`config.mk`:
```
export PLATFORM = sky130hd
export DESIGN_NAME = fsps_sequencer
export DESIGN_NICKNAME = d
export VERILOG_FILES = /design/src/inc/fsps_pkg.sv /design/src/logic/fsps_page_buffer.sv /design/src/logic/fsps_sequencer.sv
export SDC_FILE = /design/constraint.sdc
export NUM_CORES = 2
export LEC_CHECK = 0
export ABC_AREA = 1
export BUFFER_PORTS_ARGS = -buffer_cell sky130_fd_sc_hd__buf_2
export CORE_MARGIN = 2
export CORE_UTILIZATION = 38
export CTS_BUF_LIST = sky130_fd_sc_hd__clkbuf_8
export CTS_CLUSTER_SIZE = 30
export DETAILED_ROUTE_END_ITERATION = 6
export GPL_TIMING_DRIVEN = 0
export PLACE_DENSITY = 0.64
export REMOVE_ABC_BUFFERS = 1
export SLEW_MARGIN = 15
export SYNTH_ARGS = -nofsm -noshare
export SYNTH_HDL_FRONTEND = slang
export SYNTH_SLANG_ARGS = --single-unit
```
`constraint.sdc`:
```
create_clock -name core_clk -period 3.15 [get_ports core_clk]
set_clock_uncertainty 0.1 [all_clocks]
set_input_delay 0.7875 -clock core_clk [delete_from_list [all_inputs] [get_ports core_clk]]
set_output_delay 0.7875 -clock core_clk [all_outputs]
set_load 0.01 [all_outputs]
```
`src/inc/fsps_pkg.sv`:
```
// Shared constants and types of the flash self-programming sequencer.
package fsps_pkg;

  // ==========================================================================
  // Control register layout
  // ==========================================================================
  localparam int CTL_IE_POS      = 7;
  localparam int CTL_BUSY_POS    = 6;
  localparam int CTL_REEN_POS    = 4;
  localparam int CTL_LOCK_POS    = 3;
  localparam int CTL_WRITE_POS   = 2;
  localparam int CTL_ERASE_POS   = 1;
  localparam int CTL_EN_POS      = 0;
  localparam logic [4:0] CMD_LOAD  = 5'h01;
  localparam logic [4:0] CMD_ERASE = 5'h03;
  localparam logic [4:0] CMD_WRITE = 5'h05;
  localparam logic [4:0] CMD_LOCK  = 5'h09;
  localparam logic [4:0] CMD_REEN  = 5'h11;

  // ==========================================================================
  // Addressing
  // ==========================================================================
  localparam int ADDR_W     = 16;
  localparam int WORD_W     = 7;
  localparam int PAGE_W     = 8;
  localparam int WORD_LSB   = 1;
  localparam int PAGE_LSB   = 8;
  localparam logic [7:0] HALT_PAGE_FIRST = 8'hE0;
  localparam logic [ADDR_W-1:0] RD_FUSE_LO  = 16'h0000;
  localparam logic [ADDR_W-1:0] RD_LOCK     = 16'h0001;
  localparam logic [ADDR_W-1:0] RD_FUSE_EXT = 16'h0002;
  localparam logic [ADDR_W-1:0] RD_FUSE_HI  = 16'h0003;

  // ==========================================================================
  // Timing
  // ==========================================================================
  localparam logic [2:0] STORE_WINDOW = 3'h4;
  localparam logic [2:0] LOAD_WINDOW  = 3'h3;
  localparam real PROG_TIME_MS = 4.0;
  localparam real CLK_MHZ      = 250.0;
  localparam int  PROG_CYCLES  = int'(PROG_TIME_MS * CLK_MHZ * 1000.0);
  localparam logic [7:0] CTL_RESET = 8'h00;
  localparam logic [7:0] LOCK_RESET = 8'hFF;

  typedef enum logic [2:0] {FSPS_IDLE, FSPS_ARMED, FSPS_ERASE, FSPS_WRITE, FSPS_LOCK} fsps_state_e;

endpackage : fsps_pkg

```
`src/logic/fsps_page_buffer.sv`:
```
// Temporary page buffer with per-word valid bits and registered read data.
`timescale 1ns/100ps
`default_nettype none
module fsps_page_buffer
  import fsps_pkg::*;
(
  input  wire logic              core_clk,
  input  wire logic              sys_rst,
  input  wire logic              clearAll,
  input  wire logic              wrEn,
  input  wire logic [WORD_W-1:0] wrIdx,
  input  wire logic [15:0]       wrData,
  input  wire logic [WORD_W-1:0] rdIdx,
  output logic      [15:0]       rdData,
  output logic                   rdValid
);

  localparam int DEPTH = 1 << WORD_W;

  logic [15:0]      mem [DEPTH];
  logic [DEPTH-1:0] valid;

  // Erased words read as all ones, like blank flash.
  always_ff @(posedge core_clk)
  begin
    if (wrEn)
    begin
      mem[wrIdx] <= wrData;
    end
    rdData  <= valid[rdIdx] ? mem[rdIdx] : 16'hFFFF;
    if (sys_rst || clearAll)
    begin
      valid   <= '0;
      rdValid <= 1'b0;
    end
    else
    begin
      if (wrEn)
      begin
        valid[wrIdx] <= 1'b1;
      end
      rdValid <= valid[rdIdx];
    end
  end

endmodule : fsps_page_buffer
`default_nettype wire

```
`src/logic/fsps_sequencer.sv`:
```
// Self-programming sequencer: control register, command timing, buffer and lock/fuse readback.
//
// Function
// - Erase code written then store within four cycles starts page erase; data ignored.
// - Erase page comes only from the page index field of the pointer.
// - Erasing concurrent section keeps halting section readable; halting-section erase stalls CPU.
// - Load code plus store within four cycles writes data word at word index.
// - Page buffer clears after page write, on read re-enable, and on reset.
// - An EEPROM write during page loading discards the loaded buffer data.
// - Write code plus store within four cycles writes buffer to indexed page.
// - Writing concurrent section keeps halting section readable; halting-section write stalls CPU.
// - With interrupt enabled, ready interrupt is a level while store enable is zero.
// - Erase or write of a concurrent-section page blocks concurrent section reads and holds section busy flag.
// - Lock code plus store programs boot lock bits where data bits 5..2 are zero.
// - Lock programming keeps all flash readable and never stalls the CPU.
// - During EEPROM write, refuse all self-programming and fuse or lock readback.
// - Lock op plus store enable, pointer at lock address, load within three returns lock byte.
// - Lock op and store enable clear after readback, no load in three, no store in four; the code has no three-cycle clear, only the four-cycle one.
// - Readback returns fuse low at 0, extended fuse at 2, fuse high at 3.
// - Programmed fuse or lock bits read zero, unprogrammed bits read one.
// - A flash write in progress when reset arrives is completed, not aborted.
// - Control writes matching no valid five-bit command pattern are ignored.
// - Store enable stays set until an erase or write has finished.
`timescale 1ns/100ps
`default_nettype none
module fsps_sequencer
  import fsps_pkg::*;
#(
  parameter int PROG_COUNT = PROG_CYCLES
)
(
  input  wire logic              core_clk,
  input  wire logic              sys_rst,
  input  wire logic              ctrlWrite,
  input  wire logic [7:0]        ctrlWrData,
  output logic      [7:0]        program_store_ctrl,
  input  wire logic              storeOp,
  input  wire logic              loadOp,
  input  wire logic [ADDR_W-1:0] zPointer,
  input  wire logic [15:0]       storeData,
  output logic      [7:0]        loadData,
  output logic                   loadDataValid,
  input  wire logic              eeprom_write_busy,
  input  wire logic [7:0]        fuse_low_byte,
  input  wire logic [7:0]        fuse_high_byte,
  input  wire logic [7:0]        extended_fuse_byte,
  input  wire logic [1:0]        generalLock,
  output logic                   cpuHalt,
  output logic                   concurrentReadBlock,
  output logic                   readyIrq,
  output logic                   flashProgStart,
  output logic                   flashEraseOp,
  output logic      [PAGE_W-1:0] flashPage,
  output logic      [WORD_W-1:0] bufRdIdx,
  output logic      [15:0]       bufRdData,
  output logic                   bufRdValid,
  output logic      [5:0]        bootLock
);

  // ==========================================================================
  // State
  // ==========================================================================
  typedef struct packed {
    fsps_state_e       state;
    logic              intEn;
    logic              busy;
    logic [4:0]        cmd;
    logic [2:0]        window;
    logic [31:0]       timer;
    logic              halt;
    logic [PAGE_W-1:0] page;
    logic [3:0]        lockBits;
    logic [3:0]        lockPending;
    logic              loading;
    logic [WORD_W-1:0] rdIdx;
    logic [7:0]        loadData;
    logic              loadValid;
    logic              progStart;
    logic              eraseOp;
  } fsps_regs_s;

  fsps_regs_s r;
  fsps_regs_s next_r;

  logic bufClear;
  logic bufWrite;

  fsps_page_buffer pageBuf (
    .core_clk (core_clk),
    .sys_rst  (sys_rst),
    .clearAll (bufClear),
    .wrEn     (bufWrite),
    .wrIdx    (zPointer[WORD_LSB +: WORD_W]),
    .wrData   (storeData),
    .rdIdx    (r.rdIdx),
    .rdData   (bufRdData),
    .rdValid  (bufRdValid)
  );

  // ==========================================================================
  // Next-state logic
  // ==========================================================================
  always_comb
  begin
    logic       armed;
    logic       validCmd;
    logic [7:0] rdByte;
    logic       progActive;
    next_r   = r;
    bufClear = 1'b0;
    bufWrite = 1'b0;
    armed    = (r.state == FSPS_ARMED);
    progActive = (r.state == FSPS_ERASE) || (r.state == FSPS_WRITE) || (r.state == FSPS_LOCK);
    validCmd = (ctrlWrData[4:0] == CMD_LOAD) || (ctrlWrData[4:0] == CMD_ERASE) ||
               (ctrlWrData[4:0] == CMD_WRITE) || (ctrlWrData[4:0] == CMD_LOCK) ||
               (ctrlWrData[4:0] == CMD_REEN);
    rdByte = 8'hFF;
    next_r.loadValid = 1'b0;
    next_r.progStart = 1'b0;
    next_r.rdIdx     = WORD_W'(r.rdIdx + 1'b1);

    // A write that is refused or carries no valid pattern leaves the enable as it was.
    if (ctrlWrite && validCmd && !eeprom_write_busy && (r.state == FSPS_IDLE))
    begin
      next_r.intEn = ctrlWrData[CTL_IE_POS];
    end

    case (r.state)
      FSPS_IDLE:
      begin
        // An EEPROM write between two page loads loses the words loaded so far.
        if (eeprom_write_busy && r.loading)
        begin
          bufClear       = 1'b1;
          next_r.loading = 1'b0;
        end
        // A disallowed pattern or an EEPROM write in progress keeps the sequencer idle and its command as is.
        if (ctrlWrite && validCmd && !eeprom_write_busy)
        begin
          next_r.state  = FSPS_ARMED;
          next_r.cmd    = ctrlWrData[4:0];
          next_r.window = '0;
        end
      end
      FSPS_ARMED:
      begin
        next_r.window = r.window + 3'h1;
        if (eeprom_write_busy)
        begin
          next_r.state = FSPS_IDLE;
          if (r.loading)
          begin
            bufClear       = 1'b1;
            next_r.loading = 1'b0;
          end
        end
        else if (loadOp && (r.cmd == CMD_LOCK) && (r.window < LOAD_WINDOW))
        begin
          case (zPointer)
            RD_FUSE_LO:  rdByte = fuse_low_byte;
            RD_LOCK:     rdByte = {2'b11, r.lockBits, generalLock};
            RD_FUSE_EXT: rdByte = extended_fuse_byte;
            RD_FUSE_HI:  rdByte = fuse_high_byte;
            default:     rdByte = 8'hFF;
          endcase
          next_r.loadData  = rdByte;
          next_r.loadValid = 1'b1;
          next_r.state     = FSPS_IDLE;
        end
        else if (storeOp && (r.window < STORE_WINDOW))
        begin
          case (r.cmd)
            CMD_LOAD:
            begin
              bufWrite       = 1'b1;
              next_r.loading = 1'b1;
              next_r.busy    = 1'b0;
              next_r.state   = FSPS_IDLE;
            end
            CMD_ERASE, CMD_WRITE:
            begin
              next_r.page      = zPointer[PAGE_LSB +: PAGE_W];
              next_r.halt      = zPointer[PAGE_LSB +: PAGE_W] >= HALT_PAGE_FIRST;
              next_r.busy      = zPointer[PAGE_LSB +: PAGE_W] < HALT_PAGE_FIRST;
              next_r.timer     = 32'(PROG_COUNT);
              next_r.progStart = 1'b1;
              next_r.eraseOp   = (r.cmd == CMD_ERASE);
              next_r.state     = (r.cmd == CMD_ERASE) ? FSPS_ERASE : FSPS_WRITE;
              next_r.rdIdx     = '0;
            end
            CMD_LOCK:
            begin
              next_r.lockPending = storeData[5:2];
              next_r.timer       = 32'(PROG_COUNT);
              next_r.halt        = 1'b0;
              next_r.state       = FSPS_LOCK;
            end
            CMD_REEN:
            begin
              bufClear       = 1'b1;
              next_r.loading = 1'b0;
              next_r.busy    = 1'b0;
              next_r.state   = FSPS_IDLE;
            end
            default:
            begin
              next_r.state = FSPS_IDLE;
            end
          endcase
        end
        else if (r.window == STORE_WINDOW - 3'h1)
        begin
          next_r.state = FSPS_IDLE;
        end
      end
      FSPS_ERASE, FSPS_WRITE, FSPS_LOCK:
      begin
        next_r.timer = r.timer - 32'h1;
        if (r.timer <= 32'h1)
        begin
          next_r.state = FSPS_IDLE;
          next_r.halt  = 1'b0;
          if (r.state == FSPS_WRITE)
          begin
            bufClear       = 1'b1;
            next_r.loading = 1'b0;
          end
          if (r.state == FSPS_LOCK)
          begin
            next_r.lockBits = r.lockBits & r.lockPending;
          end
        end
      end
      default:
      begin
        next_r.state = FSPS_IDLE;
      end
    endcase

    // A reset only ends an operation that is not yet programming the array.
    if (sys_rst && !progActive)
    begin
      next_r.state   = FSPS_IDLE;
      next_r.intEn   = 1'b0;
      next_r.loading = 1'b0;
      next_r.halt    = 1'b0;
    end
  end

  // ==========================================================================
  // Registers
  // ==========================================================================
  logic powerUp;

  always_ff @(posedge core_clk)
  begin
    powerUp <= 1'b1;
    // Until the power-up flag has been set once, the state is loaded with its initial value.
    case (powerUp)
      1'b1:
      begin
        r <= next_r;
      end
      default:
      begin
        r          <= '0;
        r.lockBits <= LOCK_RESET[3:0];
      end
    endcase
  end

  // ==========================================================================
  // Outputs
  // ==========================================================================
  logic storeEnable;

  assign storeEnable = (r.state != FSPS_IDLE);
  assign program_store_ctrl = {r.intEn, r.busy, 1'b0,
                               storeEnable & r.cmd[CTL_REEN_POS],
                               storeEnable & r.cmd[CTL_LOCK_POS],
                               storeEnable & r.cmd[CTL_WRITE_POS],
                               storeEnable & r.cmd[CTL_ERASE_POS],
                               storeEnable};
  assign readyIrq            = r.intEn && !storeEnable;
  assign cpuHalt             = r.halt;
  assign concurrentReadBlock = r.busy;
  assign loadData            = r.loadData;
  assign loadDataValid       = r.loadValid;
  assign flashProgStart      = r.progStart;
  assign flashEraseOp        = r.eraseOp;
  assign flashPage           = r.page;
  assign bufRdIdx            = r.rdIdx;
  assign bootLock            = {r.lockBits, generalLock};

endmodule : fsps_sequencer
`default_nettype wire

```
==> results_tabular.tex <==
\begin{tabular}{lr}
\hline
Metric & Value \\
\hline
\multicolumn{2}{l}{\textbf{Clock tree}} \\
Depth of the CTS H-tree & 5 \\
Clock network latency to the later pin of the worst-skew pair & 1120 ps \\
Master cell of the clock root buffer & sky130\_fd\_sc\_hd\_\_clkbuf\_8 \\
TritonCTS buffer count & 367 \\
CTS Sinks & 2274 \\
Clock tree buffer depth & 4 \\
Clock tree from TritonCTS & yes \\
Register clock-pin slew on the reported worst setup and hold paths & 70 ps \\
\multicolumn{2}{l}{\textbf{Placement}} \\
Input/output buffers & 128 \\
Placed cells & 12000 \\
Final weighted congestion in routability-driven placement & 0.876 \\
Worst Setup Slack post-DPL & -1690 ps \\
Final HPWL DP & 155000 um \\
\multicolumn{2}{l}{\textbf{Setup path}} \\
CP Launch Type & register \\
Worst reg2reg startpoint & bufRdIdx[2]\$\_DFF\_P\_ \\
Worst path max stage delay & 370 ps \\
CP Class & reg -> reg \\
Most prevalent standard cell on the critical path & sky130\_fd\_sc\_hd\_\_buf\_16 \\
Worst Path Max Fanout & 19 \\
Cell with the largest stage delay on the worst path & sky130\_fd\_sc\_hd\_\_dfxtp\_4 \\
R2R setup slack & -70 ps \\
Setup crit end & pageBuf.rdData[6]\$\_SDFF\_PN1\_ \\
Series of cell instances along the critical path & buf\_16 > buf\_16 > inv\_16 > buf\_16 > nand2\_8 > buf\_16 > inv\_16 > buf\_16 > nand2\_1 > nand2\_1 > nor2\_1 > nand2\_2 > nand3\_1 > nand3\_2 > nand2\_4 > nand2\_1 \\
Critical path arrival & 4090 ps \\
Kind of end point of the critical path & register \\
Dominant delay contributor by cell family on the critical path & simple AND/OR/NAND/NOR gates \\
Required time at the worst-slack endpoint & 4020 ps \\
Crit path buffers/inverters & 7 \\
Setup crit start & bufRdIdx[2]\$\_DFF\_P\_ \\
Length in cells of the worst reg-to-reg path & 16 \\
Endpoint of the lowest-slack register-to-register path & pageBuf.rdData[6]\$\_SDFF\_PN1\_ \\
Logic depth of the worst setup path including buffers & 16 \\
\multicolumn{2}{l}{\textbf{Floorplanning}} \\
Full die area & 255000 um2 \\
Cell row count & 184 \\
Die height & 505 um \\
I/O pin cnt & 132 \\
Initial core utilization & 38.1\% \\
Overall die width & 505 um \\
Core box area & 251000 um2 \\
\multicolumn{2}{l}{\textbf{Min path}} \\
Min-delay worst type & in -> reg \\
\multicolumn{2}{l}{\textbf{Timing}} \\
Final Max Tran Viols & 0 \\
Endpoints failing hold & 0 \\
Final-layout worst hold slack & 82.0 ps \\
Highest Clock Rate & 0.310 GHz \\
Slew at the pin closest to its max-slew limit & 1270 ps \\
Post-route fraction of the period consumed by the critical path & 102\% \\
Setup violations, final & 8 \\
Remaining max-slew budget at the tightest pin & 15.0\% \\
RSZ-0062 raised after global routing & true \\
Worst path setup slack after routing & -72.0 ps \\
Setup Total Neg Slack & -181 ps \\
Crit path time final & 3220 ps \\
\multicolumn{2}{l}{\textbf{Cells and area}} \\
Post-Layout Cell Count & 12900 \\
Commonest cells after routing, fill and taps aside & sky130\_fd\_sc\_hd\_\_edfxtp\_1, sky130\_fd\_sc\_hd\_\_nand2\_1, sky130\_fd\_sc\_hd\_\_nor2\_1 \\
Most frequent standard cell in the layout excluding fill and tap cells & sky130\_fd\_sc\_hd\_\_edfxtp\_1 \\
Multi-input gate area in the final layout & 25200 um2 \\
Fraction of final layout cells with drive strength greater than 1 & 13.3\% \\
Sequential cell area in the final layout & 66700 um2 \\
Final-stage net count & 9358 \\
Number of fillers in the final layout & 22300 \\
Area growth syn-to-layout & 18.2\% \\
\multicolumn{2}{l}{\textbf{Global route}} \\
Total gr overflow & 0 \\
Maximum number of pins on one net before global-route repair & 97 \\
Wire length of the first global-routing pass & 424000 um \\
Global router's overall resource usage & 22.2\% \\
Number of antenna violations at the first check in global routing & 10 \\
Vias in the first global route & 65100 \\
\multicolumn{2}{l}{\textbf{Pwr}} \\
Total leakage power & 41.8 nW \\
Pwr/cell area & 722 nW/um2 \\
Worst IR Drop VDD & 0.000530 V \\
\multicolumn{2}{l}{\textbf{Yosys}} \\
Mean Syn Cell Area & 10.7 um2 \\
Total of flip-flops plus latches after synthesis & 2274 \\
YS warnings & 0 \\
Cell count after synthesis & 8884 \\
Seq/Total Area, Yosys & 69.8\% \\
Cell Area, Synth & 95500 um2 \\
Number of distinct standard cells referenced by the synthesized netlist & 45 \\
\multicolumn{2}{l}{\textbf{Routing}} \\
Residual DRC count & 22 \\
Total iterations of the first detailed-routing run & 7 \\
Drt first-iter violations & 8740 \\
Per-cell routed wire length & 22.8 um \\
Total routed wirelength & 295000 um \\
Via count & 69000 \\
Per-cell via count in the routed design & 5.35 \\
Detail Route Antenna Nets & 0 \\
\multicolumn{2}{l}{\textbf{Outcome}} \\
Violations in the final reports & design-rule violations, negative setup slack \\
Result of the run & complete, but fails checks \\
\multicolumn{2}{l}{\textbf{Job}} \\
Max-Cap Viols & 0 \\
\hline
\end{tabular}
-- final cells by class --
type                            instances  share of cell area [%]
Timing Repair inverter                  7                  0.0566
Clock inverter                        248                    1.06
Inverter                              501                    1.76
Sequential cell                      2274                    59.1
Timing Repair Buffer                  561                    7.16
Clock buffer                          387                    4.72
Multi-Input combinational cell       5569                    22.4
Tap cell                             3348                    3.71
Antenna cell                            9                  0.0200
-- kinds of logic (layout without fill, tap and decap cells) --
kind of cell / count (synthesis) / count (layout) / synth area share (%)
adder cells (fa/ha/maj): 5 / 5 / 0.0655
AO/OA/AOI/OAI: 984 / 984 / 5.52
AND/OR/NAND/NOR: 4561 / 4564 / 19.4
other: 1 / 10 / 0.00393
buffers and inverters: 1044 / 1704 / 5.09
flip-flops: 2274 / 2274 / 69.8
XOR/XNOR: 15 / 15 / 0.138
-- stage by stage --
step	utilization, %	area [um2]	total power [mW]
floorplan	-	92500	42.4
CTS	44.6	112000	80.3
detailed placement	40.6	102000	54.2
global route	45.0	113000	84.0
global placement	38.8	97300	46.9
finish	45.0	113000	81.4
-- layer usage --
layer / vias up / global-route usage, % / part of all wire, %
li1: 31000 / - / -
met1: 33500 / 28.1 / 38
met2: 3848 / 36.0 / 47
met3: 725 / 3.96 / 9.5
met4: 0 / 12.3 / 5.7
met5: - / 0 / 0
-- synth_stat cells (all sizes together) --
library cell / count / area, um2
dfxtp: 160 / 3200
nor3: 24 / 155
a22oi: 3 / 22.5
nand3b: 1 / 11.3
clkbuf: 144 / 542
o31ai: 1 / 7.51
a32oi: 1 / 8.76
edfxtp: 2114 / 63500
xnor2: 4 / 35.0
or2: 60 / 375
a221oi: 1 / 8.76
xor2: 11 / 96.3
a31oi: 127 / 795
nor2: 1735 / 6550
ha: 5 / 62.6
a21oi: 164 / 821
nor4: 6 / 67.6
inv: 498 / 1870
conb: 1 / 3.75
o21ai: 620 / 3100
o211ai: 64 / 480
buf: 399 / 2430
nand3: 746 / 3770
o21a: 3 / 22.5
nand2: 1969 / 7400
nor4b: 1 / 8.76
clkinv: 3 / 11.3
nand4: 18 / 131
and3: 1 / 6.26
-- how the worst min path moves through the flow --
stage / startpoint / to / cells after the start
floorplan: pageBuf.valid[60]$_SDFFE_PP0P_ / pageBuf.valid[60]$_SDFFE_PP0P_ / 2
global placement: pageBuf.valid[92]$_SDFFE_PP0P_ / pageBuf.valid[92]$_SDFFE_PP0P_ / 2
detailed placement: pageBuf.valid[83]$_SDFFE_PP0P_ / pageBuf.valid[83]$_SDFFE_PP0P_ / 2
CTS: storeData[12] / pageBuf.mem[76][12]$_DFFE_PP_ / 1
global route: storeData[12] / pageBuf.mem[76][12]$_DFFE_PP_ / 1
finish: storeData[6] / pageBuf.mem[52][6]$_DFFE_PP_ / 1
-- state kept, by name, summed over array words and instances, names as in the netlist --
| register | cells |
|---|---|
| loadData | 8 |
| concurrentReadBlock | 1 |
| r | 48 |
| pageBuf.valid | 128 |
| flashPage | 8 |
| flashEraseOp | 1 |
| pageBuf.rdValid | 1 |
| loadDataValid | 1 |
| pageBuf.mem | 2048 |
| pageBuf.rdData | 16 |
| program_store_ctrl | 1 |
| bufRdIdx | 7 |
| flashProgStart | 1 |
| bootLock | 4 |
| cpuHalt | 1 |
-- report_power, final --
group / total, mW / internal, mW / switching (mW) / leakage, nW
registers: 33.6 / 33.1 / 0.456 / 20.3
logic: 24.5 / 7.47 / 17.0 / 17.7
clock network: 23.4 / 11.9 / 11.5 / 3.77
total: 81.4 / 52.4 / 29.0 / 41.8
-- timing repair --
action | CTS | global route
hold buffers | 57 | 0
hold endpoints to repair | 348 | 0
endpoints found under the setup margin | 2032 | 904
buffers inserted | 43 | 63
cloned | 67 | 6
pin swaps | 15 | 29
gates resized for setup | 124 | 94
Power figures use the tool's default switching activity.
